## src/edh_map.vh

```
// register offsets, field positions, reset values and codes for the EDH core
// assumes a 32-bit Avalon-MM slave with byte addresses, one word per register
`ifndef EDH_MAP_VH
`define EDH_MAP_VH
`define EDH_REG_CTRL      8'h00
`define EDH_REG_SENS      8'h04
`define EDH_REG_OVR_VAL   8'h08
`define EDH_REG_OVR_CTL   8'h0C
`define EDH_REG_STATUS    8'h10
`define EDH_REG_IN_FLAGS  8'h14
`define EDH_REG_OUT_FLAGS 8'h18
`define EDH_REG_IN_FF_CRC 8'h1C
`define EDH_REG_IN_AP_CRC 8'h20
`define EDH_REG_OUT_FF_CRC 8'h24
`define EDH_REG_OUT_AP_CRC 8'h28
`define EDH_REG_CNT       8'h2C
`define EDH_REG_CNT_LOW   8'h30
`define EDH_IDX_CNT_LOW   8'h17
`define EDH_CTRL_FIX_BIT  0
`define EDH_CTRL_MODE_LSB 1
`define EDH_CTRL_RESET    32'h0000_0000
`define EDH_SENS_RESET    16'hFFFF
`define EDH_MODE_NORMAL   2'h0
`define EDH_MODE_CLEAR    2'h1
`define EDH_MODE_AUTO     2'h2
`define EDH_MODE_HOLD     2'h3
`define EDH_SEL_FF        2'h0
`define EDH_SEL_AP        2'h1
`define EDH_SEL_ANC       2'h2
`define EDH_SEL_CTL       2'h3
`define EDH_ADF0          10'h000
`define EDH_ADF1          10'h3FF
`define EDH_DID           10'h1F4
`define EDH_SUM_ILLEGAL   10'h3FC
`define EDH_CRC_POLY      16'h1021
`endif

```

## src/edh_core.v

```verilog
// EDH check core: crc, checksum, flags, errored-field counter, flag port
// assumes a parsed stream: word strobes and region/packet markers from the
// framer on i_clk; flag port pins are asynchronous and are synchronised
// Summary of operation
// - crc both streams, compare in, insert out
// - host reads received and outgoing crcs
// - compare crc only when validity high
// - invalid region: edh clear unless illegal checksum with fix on, eda=or, valid
// - receive mode ues = ues in or invalid
// - missing packet sets all three ues in receive mode
// - outgoing validity high unless overwritten
// - anc checksum mismatch raises anc edh in receive mode
// - fix pin or bit replaces anc checksum
// - in receive mode, illegal checksum 3FC-3FF sets ff and ap edh when fix on
// - written anc flags replace checksum result
// - packet checksum error sets packet_sum_err
// - packet_absent unless header found in place
// - 24-bit counter counts errored outgoing packets
// - sensitivity low enables; sum bit high enables
// - mode 01 clears then returns to 00
// - mode 10 clears on low byte read
// - mode 11 holds counter at zero
// - port writes hit next packet, beat host
// - select picks ff, ap, anc or control
// - read source latched, reset low
// - read drives selected group, control layout
// - read data three clocks after select pins (two sync flops, one output flop)
`timescale 1ns/1ns
module edh_core #(
    parameter CNT_W = 24
) (
    input  wire        i_clk,
    input  wire        i_rst,
    input  wire        i_rx_mode,
    input  wire        i_anc_sum_fix_en,
    input  wire [9:0]  i_in_data,
    input  wire        i_in_word,
    input  wire [9:0]  i_out_data,
    input  wire        i_out_word,
    input  wire        i_field_start,
    input  wire        i_ff_region,
    input  wire        i_ap_region,
    input  wire        i_anc_sum_word,
    input  wire [9:0]  i_anc_sum_calc,
    input  wire        i_pkt_hdr_ok,
    input  wire        i_pkt_in_place,
    input  wire        i_pkt_done,
    input  wire        i_pkt_sum_bad,
    input  wire [15:0] i_rx_ff_crc,
    input  wire [15:0] i_rx_ap_crc,
    input  wire        i_rx_ffv,
    input  wire        i_rx_apv,
    input  wire [14:0] i_rx_flags,
    input  wire        i_out_pkt,
    input  wire        i_flag_dir,
    input  wire [1:0]  i_flag_sel,
    input  wire [4:0]  i_flag_lines,
    input  wire [7:0]  avs_address,
    input  wire        avs_read,
    input  wire        avs_write,
    input  wire [31:0] avs_writedata,
    output reg  [31:0] avs_readdata,
    output reg         avs_waitrequest,
    output reg  [9:0]  o_anc_sum,
    output reg         o_anc_sum_replace,
    output reg  [15:0] o_tx_ff_crc,
    output reg  [15:0] o_tx_ap_crc,
    output reg         o_tx_ffv,
    output reg         o_tx_apv,
    output reg  [14:0] o_tx_flags,
    output reg         o_packet_absent,
    output reg         o_packet_sum_err,
    output reg  [4:0]  o_flag_lines,
    output reg         o_flag_lines_oe
);
`include "edh_map.vh"
    // flag word layout per region: {ues, ida, idh, eda, edh}
    function [4:0] grp;
        input [14:0] f;
        input [1:0]  s;
        begin
            case (s)
                `EDH_SEL_FF: grp = f[4:0];
                `EDH_SEL_AP: grp = f[9:5];
                default:     grp = f[14:10];
            endcase
        end
    endfunction
    function [4:0] region;
        input [4:0] in;
        input       v;
        input       crc_bad;
        input       anc_bad;
        input       rx;
        input       absent;
        reg   [4:0] r;
        begin
            r[4] = rx & (in[4] | ~v | absent);
            r[3] = in[3] | in[2];
            r[2] = in[1];
            r[1] = in[0] | in[1];
            r[0] = v & crc_bad | anc_bad;
            region = r;
        end
    endfunction
    wire [15:0] in_ff_crc;
    wire [15:0] in_ap_crc;
    wire [15:0] out_ff_crc;
    wire [15:0] out_ap_crc;
    reg  [1:0]  dir_s;
    reg  [3:0]  sel_s;
    reg  [9:0]  lines_s;
    reg  [31:0] ctrl;
    reg  [15:0] sens;
    reg  [16:0] ovr_val;
    reg  [16:0] ovr_ctl;
    reg  [16:0] port_val;
    reg  [16:0] port_ctl;
    reg         read_src;
    reg         anc_err;
    reg         illegal_sum;
    reg         seen;
    reg  [14:0] in_flags;
    reg         in_ffv;
    reg         in_apv;
    reg  [15:0] in_ff_rx;
    reg  [15:0] in_ap_rx;
    reg  [CNT_W-1:0] cnt;
    reg         low_read;
    reg  [14:0] next_flags;
    reg         next_ffv;
    reg         next_apv;
    reg  [4:0]  next_lines;
    wire        fix_on = i_anc_sum_fix_en | ctrl[`EDH_CTRL_FIX_BIT];
    wire [1:0]  mode = ctrl[`EDH_CTRL_MODE_LSB+1:`EDH_CTRL_MODE_LSB];
    edh_crc16 u_in_ff (.i_clk(i_clk), .i_rst(i_rst), .i_clr(i_field_start),
        .i_en(i_in_word & i_ff_region), .i_data(i_in_data),
        .o_crc(in_ff_crc));
    edh_crc16 u_in_ap (.i_clk(i_clk), .i_rst(i_rst), .i_clr(i_field_start),
        .i_en(i_in_word & i_ap_region), .i_data(i_in_data),
        .o_crc(in_ap_crc));
    edh_crc16 u_out_ff (.i_clk(i_clk), .i_rst(i_rst), .i_clr(i_field_start),
        .i_en(i_out_word & i_ff_region), .i_data(i_out_data),
        .o_crc(out_ff_crc));
    edh_crc16 u_out_ap (.i_clk(i_clk), .i_rst(i_rst), .i_clr(i_field_start),
        .i_en(i_out_word & i_ap_region), .i_data(i_out_data),
        .o_crc(out_ap_crc));
    // pins arrive from another chip: two flops before any use
    always @(posedge i_clk) begin
        if (i_rst) begin
            dir_s   <= 2'h3;
            sel_s   <= 4'h0;
            lines_s <= 10'h000;
        end else begin
            dir_s   <= {dir_s[0], i_flag_dir};
            sel_s   <= {sel_s[1:0], i_flag_sel};
            lines_s <= {lines_s[4:0], i_flag_lines};
        end
    end
    // outgoing flag merge: port writes beat host overwrites
    always @* begin
        next_flags[4:0]   = region(i_rx_flags[4:0], i_rx_ffv,
            in_ff_crc != i_rx_ff_crc, illegal_sum & fix_on, i_rx_mode,
            ~seen);
        next_flags[9:5]   = region(i_rx_flags[9:5], i_rx_apv,
            in_ap_crc != i_rx_ap_crc, illegal_sum & fix_on, i_rx_mode,
            ~seen);
        next_flags[14:10] = region(i_rx_flags[14:10], 1'b1, 1'b0,
            anc_err, i_rx_mode, ~seen);
        if (!i_rx_mode)
            next_flags = 15'h0000;
        next_ffv = 1'b1;
        next_apv = 1'b1;
        next_flags = (next_flags & ~ovr_ctl[14:0]) | (ovr_val[14:0]
            & ovr_ctl[14:0]);
        next_flags = (next_flags & ~port_ctl[14:0]) | (port_val[14:0]
            & port_ctl[14:0]);
        if (ovr_ctl[15])
            next_apv = ovr_val[15];
        if (ovr_ctl[16])
            next_ffv = ovr_val[16];
        if (port_ctl[15])
            next_apv = port_val[15];
        if (port_ctl[16])
            next_ffv = port_val[16];
    end
    // field-level checking and packet insertion
    always @(posedge i_clk) begin
        if (i_rst) begin
            anc_err           <= 1'b0;
            illegal_sum       <= 1'b0;
            seen              <= 1'b0;
            o_anc_sum         <= 10'h000;
            o_anc_sum_replace <= 1'b0;
            o_tx_flags        <= 15'h0000;
            o_tx_ffv          <= 1'b1;
            o_tx_apv          <= 1'b1;
            o_tx_ff_crc       <= 16'h0000;
            o_tx_ap_crc       <= 16'h0000;
            o_packet_absent   <= 1'b0;
            o_packet_sum_err  <= 1'b0;
            in_flags          <= 15'h0000;
            in_ffv            <= 1'b0;
            in_apv            <= 1'b0;
            in_ff_rx          <= 16'h0000;
            in_ap_rx          <= 16'h0000;
        end else begin
            o_anc_sum         <= i_anc_sum_calc;
            o_anc_sum_replace <= i_anc_sum_word & fix_on;
            if (i_field_start) begin
                anc_err     <= 1'b0;
                illegal_sum <= 1'b0;
            end
            if (i_anc_sum_word) begin
                if (i_in_data[8:0] != i_anc_sum_calc[8:0])
                    anc_err <= 1'b1;
                if (i_in_data >= `EDH_SUM_ILLEGAL)
                    illegal_sum <= 1'b1;
            end
            if (i_pkt_done) begin
                seen             <= i_pkt_hdr_ok & i_pkt_in_place;
                o_packet_absent  <= ~(i_pkt_hdr_ok & i_pkt_in_place);
                o_packet_sum_err <= i_pkt_sum_bad;
                in_flags         <= i_rx_flags;
                in_ffv           <= i_rx_ffv;
                in_apv           <= i_rx_apv;
                in_ff_rx         <= i_rx_ff_crc;
                in_ap_rx         <= i_rx_ap_crc;
            end else if (i_field_start && !seen) begin
                o_packet_absent <= 1'b1;
            end
            if (i_out_pkt) begin
                o_tx_flags  <= next_flags;
                o_tx_ffv    <= next_ffv;
                o_tx_apv    <= next_apv;
                o_tx_ff_crc <= out_ff_crc;
                o_tx_ap_crc <= out_ap_crc;
                if (!i_pkt_done)
                    seen <= 1'b0;
            end
        end
    end
    // flag port: group and validity writes hold until the next outgoing packet only; read_src stays latched
    always @(posedge i_clk) begin
        if (i_rst) begin
            port_val <= 17'h00000;
            port_ctl <= 17'h00000;
            read_src <= 1'b0;
        end else begin
            if (i_out_pkt)
                port_ctl <= 17'h00000;
            if (!dir_s[1]) begin
                case (sel_s[3:2])
                    `EDH_SEL_FF: begin
                        port_val[4:0] <= lines_s[9:5];
                        port_ctl[4:0] <= 5'h1F;
                    end
                    `EDH_SEL_AP: begin
                        port_val[9:5] <= lines_s[9:5];
                        port_ctl[9:5] <= 5'h1F;
                    end
                    `EDH_SEL_ANC: begin
                        port_val[14:10] <= lines_s[9:5];
                        port_ctl[14:10] <= 5'h1F;
                    end
                    default: begin
                        read_src        <= lines_s[9];
                        port_val[15]    <= lines_s[8];
                        port_val[16]    <= lines_s[7];
                        port_ctl[16:15] <= 2'h3;
                    end
                endcase
            end
        end
    end
    // read side: data one clock after the select is taken
    always @* begin
        case (sel_s[3:2])
            `EDH_SEL_CTL:
                next_lines = {o_packet_sum_err & ~read_src,
                    in_apv & read_src, in_ffv & read_src,
                    sel_s[3:2]};
            default:
                next_lines = read_src ? grp(in_flags, sel_s[3:2])
                    : grp(o_tx_flags, sel_s[3:2]);
        endcase
    end

    always @(posedge i_clk) begin
        if (i_rst) begin
            o_flag_lines    <= 5'h00;
            o_flag_lines_oe <= 1'b0;
        end else begin
            o_flag_lines_oe <= dir_s[1];
            o_flag_lines    <= next_lines;
        end
    end

    // errored-field counter
    always @(posedge i_clk) begin
        if (i_rst) begin
            cnt <= {CNT_W{1'b0}};
        end else if (mode == `EDH_MODE_HOLD || mode == `EDH_MODE_CLEAR
                     || (mode == `EDH_MODE_AUTO && low_read)) begin
            cnt <= {CNT_W{1'b0}};
        end else if (i_out_pkt && ((|(next_flags & ~sens[14:0]))
                     || (sens[15] && o_packet_sum_err))) begin
            cnt <= cnt + 1'b1;
        end
    end

    // avalon slave: one wait cycle per access, then answer
    always @(posedge i_clk) begin
        if (i_rst) begin
            avs_waitrequest <= 1'b1;
            avs_readdata    <= 32'h0000_0000;
            ctrl            <= `EDH_CTRL_RESET;
            sens            <= `EDH_SENS_RESET;
            ovr_val         <= 17'h00000;
            ovr_ctl         <= 17'h00000;
            low_read        <= 1'b0;
        end else begin
            low_read        <= 1'b0;
            avs_waitrequest <= ~((avs_read | avs_write) & avs_waitrequest);
            if (mode == `EDH_MODE_CLEAR)
                ctrl[2:1] <= `EDH_MODE_NORMAL;
            if (avs_write && avs_waitrequest) begin
                case (avs_address)
                    `EDH_REG_CTRL:    ctrl    <= avs_writedata;
                    `EDH_REG_SENS:    sens    <= avs_writedata[15:0];
                    `EDH_REG_OVR_VAL: ovr_val <= avs_writedata[16:0];
                    `EDH_REG_OVR_CTL: ovr_ctl <= avs_writedata[16:0];
                    default: ;
                endcase
            end
            if (avs_read && avs_waitrequest) begin
                case (avs_address)
                    `EDH_REG_CTRL:      avs_readdata <= ctrl;
                    `EDH_REG_SENS:      avs_readdata <= {16'h0000, sens};
                    `EDH_REG_OVR_VAL:   avs_readdata <= {15'h0000, ovr_val};
                    `EDH_REG_OVR_CTL:   avs_readdata <= {15'h0000, ovr_ctl};
                    `EDH_REG_STATUS:    avs_readdata <= {27'h0000000,
                        in_ffv, in_apv, read_src, o_packet_absent,
                        o_packet_sum_err};
                    `EDH_REG_IN_FLAGS:  avs_readdata <= {17'h00000, in_flags};
                    `EDH_REG_OUT_FLAGS: avs_readdata <= {15'h0000,
                        o_tx_ffv, o_tx_apv, o_tx_flags};
                    `EDH_REG_IN_FF_CRC: avs_readdata <= {16'h0000,
                        in_ff_rx};
                    `EDH_REG_IN_AP_CRC: avs_readdata <= {16'h0000,
                        in_ap_rx};
                    `EDH_REG_OUT_FF_CRC: avs_readdata <= {16'h0000,
                        o_tx_ff_crc};
                    `EDH_REG_OUT_AP_CRC: avs_readdata <= {16'h0000,
                        o_tx_ap_crc};
                    `EDH_REG_CNT:       avs_readdata <= {8'h00, cnt};
                    `EDH_REG_CNT_LOW: begin
                        avs_readdata <= {24'h000000, cnt[7:0]};
                        low_read     <= 1'b1;
                    end
                    default:            avs_readdata <= 32'h0000_0000;
                endcase
            end
        end
    end
endmodule

```

## src/edh_crc16.v

```verilog
// crc16 accumulator for one region of the picture
// assumes i_clr and i_en come from logic on the same clock
`timescale 1ns/1ns
module edh_crc16 (
    input  wire        i_clk,
    input  wire        i_rst,
    input  wire        i_clr,
    input  wire        i_en,
    input  wire [9:0]  i_data,
    output reg  [15:0] o_crc
);
`include "edh_map.vh"
    // bit-serial over the ten data bits, msb first
    function [15:0] step;
        input [15:0] c;
        input [9:0]  d;
        integer      k;
        reg   [15:0] t;
        begin
            t = c;
            for (k = 9; k >= 0; k = k - 1) begin
                if (t[15] ^ d[k])
                    t = {t[14:0], 1'b0} ^ `EDH_CRC_POLY;
                else
                    t = {t[14:0], 1'b0};
            end
            step = t;
        end
    endfunction

    always @(posedge i_clk) begin
        if (i_rst || i_clr)
            o_crc <= 16'h0000;
        else if (i_en)
            o_crc <= step(o_crc, i_data);
    end
endmodule

```

## config.mk

```make
export PLATFORM = sky130hd
export DESIGN_NAME = edh_core
export DESIGN_NICKNAME = d
export VERILOG_FILES = /design/src/edh_core.v /design/src/edh_crc16.v
export VERILOG_INCLUDE_DIRS = /design/src
export SDC_FILE = /design/constraint.sdc
export NUM_CORES = 1
export LEC_CHECK = 0
export BUFFER_PORTS_ARGS = -buffer_cell sky130_fd_sc_hd__buf_2
export CORE_MARGIN = 1
export CORE_UTILIZATION = 45
export CTS_BUF_LIST = sky130_fd_sc_hd__clkbuf_8
export CTS_CLUSTER_SIZE = 24
export DETAILED_ROUTE_END_ITERATION = 6
export GPL_TIMING_DRIVEN = 0
export MAX_ROUTING_LAYER = met4
export PLACE_DENSITY = 0.71
export SETUP_SLACK_MARGIN = 0.05
export SYNTH_ARGS = -nofsm -noshare
export SYNTH_HDL_FRONTEND = slang
export SYNTH_HIERARCHICAL = 1
export SYNTH_SLANG_ARGS = --single-unit
```

## constraint.sdc

```tcl
create_clock -name i_clk -period 2.85 [get_ports i_clk]
set_input_delay 0.57 -clock i_clk [delete_from_list [all_inputs] [get_ports i_clk]]
set_output_delay 0.57 -clock i_clk [all_outputs]
set_load 0.05 [all_outputs]
```

Yosys cells after proc, flatten, opt, wreduce, memory -nomap -nowiden
Cells that the tools add are included.

cells by class
  add/sub/neg operators = 1
  magnitude comparators = 1
  equal/unequal tests = 21
  multiplexer cells = 143
  bitwise gates (word level) = 130
  reductions and logical operators = 26

operators with widths
  operator                                                                count
  16-bit 2-to-1 mux                                                       72
  13-bit 2-to-1 mux                                                       40
  32-bit case mux with 13 select lines                                    1
  3-bit NOT                                                               40
  15-bit AND                                                              5
  15-bit NOT                                                              3
  8-bit by 6-bit equality test with 1-bit output (second input constant)  5
  1-bit XOR                                                               40
  17-bit 2-to-1 mux                                                       2
  8-bit by 5-bit equality test with 1-bit output (second input constant)  4
  16-bit inequality test                                                  2
  15-bit OR                                                               2
  5-bit 2-to-1 mux                                                        5
  24-bit by 1-bit adder with 24-bit output (second input constant)        1
  5-bit case mux with 2 select lines                                      2
  1-bit AND                                                               16
  8-bit by 4-bit equality test with 1-bit output (second input constant)  2
  1-bit 2-to-1 mux                                                        16
  2-bit AND reduction                                                     8
  15-bit 2-to-1 mux                                                       1
  1-bit OR                                                                15
  15-bit OR reduction                                                     1
  10-bit greater-or-equal comparator (second input constant)              1
  9-bit inequality test                                                   1
  other kinds (14)                                                        37

storage, ports and cells
  flip-flop bits (word level) = 375
  input bits = 144
  output and inout bits = 101
  logic and storage cells = 363

Longest topological paths before layout
  depth in word-level cells = 38
  gate-level depth with buffers = 9
  gate-level depth less buffers = 7

Modules after synthesis
The synthesis kept the hierarchy.

modules (own cells, without submodules)
  module     times used  cells an instance  area each (um^2)  sequential area each (um^2)
  edh_core   1           1567               13420.4           6226.0
  edh_crc16  4           87                 927.1             320.3

Worst setup path before layout
Ideal clock, no wire load.

  kind = input -> register
  start point = input avs_address[1]
  end point = register avs_readdata[12]
  library setup time = 0.070 ns
  arrival time = 2.407 ns
  required time = 2.780 ns
  path slack = 0.372 ns
  stages = 8
  path buffers = 1
  path through = or4_4 -> or4b_4 -> o22ai_4 -> nor3_2 -> a21oi_4 -> buf_6 -> o21ai_1 -> a21oi_1

between the ends
  cells in the longest elaborated chain, start to end = 2
  elaborated cells on any way between the ends = 14
  those cells by class = eq/ne: 12; mux: 1; reduce/logical: 1

RTL lines
  element                                                                       line            text
  start: declaration                                                            edh_core.v:58   input wire [7:0] avs_address,
  8-bit by 6-bit equality test with 1-bit output, or another cell as far along  edh_core.v:337  case (avs_address)
  32-bit case mux with 13 select lines (*)                                      edh_core.v:337
  end signal: assignment                                                        edh_core.v:338  `EDH_REG_CTRL: avs_readdata <= ctrl;
  end signal: assignment                                                        edh_core.v:339  `EDH_REG_SENS: avs_readdata <= {16'h0000, sens};
  end signal: assignment                                                        edh_core.v:340  `EDH_REG_OVR_VAL: avs_readdata <= {15'h0000, ovr_val};
  end: declaration                                                              edh_core.v:62   output reg [31:0] avs_readdata,

Mark *: on every way between the ends. The rest lies on a longest branch, timed or not.
A chain may end at the register's enable or synchronous reset.

Worst setup path after layout
  start point = input i_rx_mode
  end point = register cnt[8]

between the ends
  cells in the longest elaborated chain, start to end = 10
  elaborated cells on any way between the ends = 12
  those cells by class = mux: 1; bitwise: 8; reduce/logical: 3

RTL lines
  element                  line            text
  start: declaration       edh_core.v:34   input wire i_rx_mode,
  1-bit AND                edh_core.v:98   r[4] = rx & (in[4] | ~v | absent);
  15-bit 2-to-1 mux (*)    edh_core.v:170  if (!i_rx_mode)
  15-bit AND (*)           edh_core.v:174  next_flags = (next_flags & ~ovr_ctl[14:0]) | (ovr_val[14:0]
  15-bit OR (*)            edh_core.v:174
  15-bit AND (*)           edh_core.v:176  next_flags = (next_flags & ~port_ctl[14:0]) | (port_val[14:0]
  15-bit OR (*)            edh_core.v:176
  15-bit AND (*)           edh_core.v:306  end else if (i_out_pkt && ((|(next_flags & ~sens[14:0]))
  15-bit OR reduction (*)  edh_core.v:306
  1-bit logical OR (*)     edh_core.v:307  || (sens[15] && o_packet_sum_err))) begin
  1-bit logical AND (*)    edh_core.v:306
  end signal: assignment   edh_core.v:302  cnt <= {CNT_W{1'b0}};
  end signal: assignment   edh_core.v:305  cnt <= {CNT_W{1'b0}};
  end signal: assignment   edh_core.v:308  cnt <= cnt + 1'b1;
  end: declaration         edh_core.v:128  reg [CNT_W-1:0] cnt;

Marks and branches as above.

==> impl_metrics.env <==
export IMPL_synth_edf_count=0
export IMPL_tritoncts="yes"
export IMPL_leakagePower_nw=8.232
export IMPL_crit_start="i_rx_mode"
export IMPL_syn_area_per_cell_sq_um=8.945
export IMPL_dp_hpwl_um=52560
export IMPL_cts_max_level=3
export IMPL_synth_distinct_cells=67
export IMPL_power_density_nw_per_um2=587.2
export IMPL_fin_area_sq_um=20380
export IMPL_syn_area_sq_um=17130
export IMPL_placementRows=71
export IMPL_synth_flop_cell="dfxtp_1"
export IMPL_r2r_start="ovr_ctl[12]"
export IMPL_min_path_type="input port to flop"
export IMPL_antenna_found_initial=12
export IMPL_cts_sinks=375
export IMPL_clk_pin_slew_worst_paths_ns=0.06
export IMPL_syn_nets=2060
export IMPL_insertion_delay_ns=0.63
export IMPL_cts_buffers=67
export IMPL_failed_checks="DRC"
export IMPL_start_util_pct=45.58
export IMPL_rr_endpoint="cnt[0]"
export IMPL_worst_pin_slew_ns=1.331
export IMPL_cts_path_max_buffers=3
export IMPL_nets=2370
export IMPL_drtPass1Iterations=7
export IMPL_synth_most_common_cell="dfxtp_1"
export IMPL_finalCritPeriodShare_pct=97.07
export IMPL_r2r_worst_path_cells=8
export IMPL_grt_pass1_vias=15560
export IMPL_ios=245
export IMPL_fp_dieH_um=197.1
export IMPL_synthTopCellsByArea="dfxtp_1 44%, mux2i_1 8.1%, nand2_1 6.0%"
export IMPL_regToRegSetupSlack_ns=0.12
export IMPL_worstSetupPathType="input port to flop"
export IMPL_fin_skew_ns=0.02458
export IMPL_die_area_sq_um=38850
export IMPL_maxCapViolCount=0
export IMPL_wirelength_um=67300
export IMPL_globalplace_congestion=1.085
export IMPL_slew_violations=0
export IMPL_arrival_ns=3.32
export IMPL_finalCriticalPeriod_ns=2.767
export IMPL_peakVddDrop_mv=0.4132
export IMPL_status="complete, but fails checks"
export IMPL_track_usage_pct=35.14
export IMPL_grt_max_degree=12
export IMPL_startpoint_type="input port"
export IMPL_ys_seq_elements=375
export IMPL_ys_warn_count=6
export IMPL_routed_via_count=16290
export IMPL_finalSetupViolations=0
export IMPL_yosysSeqAreaShare_pct=43.83
export IMPL_drive_above_1_share_pct=18.23
export IMPL_wl_per_cell_um=24.03
export IMPL_synth_common_cells="375 x dfxtp_1, 275 x nand2_1, 196 x nor2_1"
export IMPL_areaGrowthSynthToFinish_pct=18.98
export IMPL_grt_overflow=0
export IMPL_core_area_sq_um=37580
export IMPL_postPlaceCellArea_sq_um=18970
export IMPL_finalHoldViolCount=0
export IMPL_grt_first_pass_wirelength_um=97300
export IMPL_yosys_area_top_type="dfxtp_1"
export IMPL_cp_endpoint="cnt[8]"
export IMPL_synth_cells=1915
export IMPL_async_flop_share_pct=0
export IMPL_io_buffers=241
export IMPL_min_path_cells=2
export IMPL_max_freq_mhz=361.5
export IMPL_drtIter0Drc=1837
export IMPL_fin_total_pwr_mw=11.97
export IMPL_antenna_left=0
export IMPL_worstPathMaxFanout=10
export IMPL_routed_via_density=5.819
export IMPL_drc=15
export IMPL_cts_root_buffer="clkbuf_8"
export IMPL_synth_top_cell_area_share_pct=43.83
export IMPL_end_kind="flop"
export IMPL_cp_data_required_time_ns=3.40
export IMPL_rsz0062_at_grt="true"
export IMPL_dieWidth_um=197.1
export IMPL_maxSlewHeadroom_pct=10.59
==> worst max-delay path, stage by stage <==
cell	delay (ns)
buf_2	0.19
clkbuf_1	0.43
o21ai_0	0.34
o21ai_0	0.31
a32oi_1	0.19
nand4_1	0.21
nor4_4	0.11
a2111oi_0	0.70
mux2i_1	0.26
==> report_power, final <==
group | total (mW) | internal (mW) | switching, mW
Sequential | 5.54 | 5.38 | 0.161
Clock | 4.98 | 2.64 | 2.34
Combinational | 1.45 | 0.584 | 0.866
==> how the worst min path moves through the flow <==
stage	start	end	slack, ns
2_1_floorplan	dir_s[0]	dir_s[1]	0.39
3_3_place_gp	dir_s[0]	dir_s[1]	0.40
3_5_place_dp	dir_s[0]	dir_s[1]	0.42
4_1_cts	i_flag_dir	dir_s[0]	0.14
5_1_grt	i_flag_dir	dir_s[0]	0.14
6_report	i_flag_dir	dir_s[0]	0.16
==> state kept, by name, indices dropped and copies added, names as in the netlist, 16 cells and up <==
| name | cells |
|---|---|
| u_in_ff/o_crc | 16 |
| cnt | 24 |
| in_ap_rx | 16 |
| sens | 16 |
| port_val | 17 |
| u_out_ap/o_crc | 16 |
| avs_readdata | 32 |
| ovr_val | 17 |
| u_out_ff/o_crc | 16 |
| u_in_ap/o_crc | 16 |
| ovr_ctl | 17 |
| in_ff_rx | 16 |
| o_tx_ap_crc | 16 |
| port_ctl | 17 |
| o_tx_ff_crc | 16 |
| ctrl | 32 |
==> final cells by class <==
cell class | instances | area, sq um
Antenna cell | 13 | 32.53
Buffer | 125 | 511.7
Clock buffer | 83 | 1142
Clock inverter | 37 | 176.4
Fill cell | 3543 | 17200
Inverter | 21 | 78.83
Multi-Input combinational cell | 1393 | 9079
Sequential cell | 375 | 7507
Tap cell | 511 | 639.4
Timing Repair Buffer | 242 | 1214
==> cell usage in the layout, fill, tap and decap left out, types with 13 or more instances in the layout <==
cell type,count
nor2b_1,38
diode_2,13
nor4_1,13
nand4_1,18
mux2i_1,138
nand2_1,275
o21ai_0,31
xnor2_1,95
inv_1,41
xor2_1,26
a211oi_1,38
a21oi_1,169
nand2b_1,34
buf_2,253
clkbuf_8,83
nand3_1,62
nor2_1,194
dfxtp_1,375
a222oi_1,20
clkbuf_1,94
a22oi_1,73
==> layer usage <==
| metal | track usage, % | share of wire [%] | vias up | wire [um] |
|---|---|---|---|---|
| li1 | - | - | 7367 | - |
| met1 | 43.06 | 40 | 7822 | 26660 |
| met2 | 54.00 | 45 | 918 | 30340 |
| met3 | 8.810 | 11 | 187 | 7070 |
| met5 | - | 0 | - | 0 |
| met4 | 16.97 | 4.8 | 0 | 3225 |
==> logic make-up after synthesis <==
logic type	Yosys count	share of synthesized area (%)
AO/OA/AOI/OAI	396	15.06
XOR/XNOR	153	10.39
adder cells (fa/ha/maj)	1	0.07303
buffers and inverters	147	3.411
flip-flops	375	43.83
multiplexers	141	8.459
AND/OR/NAND/NOR	702	18.77
==> metrics by stage <==
stage | TNS, ns | setup WS (ns) | hold slack, ns | utilization, % | std cells
CTS | 0 | 0.05338 | 0.1391 | 54.05 | 2787
finish | 0 | 0.08339 | 0.1551 | 54.24 | 2800
global route | -0.2372 | -0.2372 | 0.1350 | 54.24 | 2800
global placement | -42.94 | -0.6430 | 0.3955 | 50.49 | 2667
detailed placement | -43.10 | -0.6539 | 0.4193 | 50.49 | 2667
floorplan | 0 | 0.3724 | 0.3895 | - | 1915
==> timing repair <==
action,CTS,global route
cloned,0,0
resized for setup,5,16
pin swaps,0,3
hold buffers,0,0
buffers inserted,0,1
setup endpoints to repair,23,26
(Power assumes the default switching activity.)
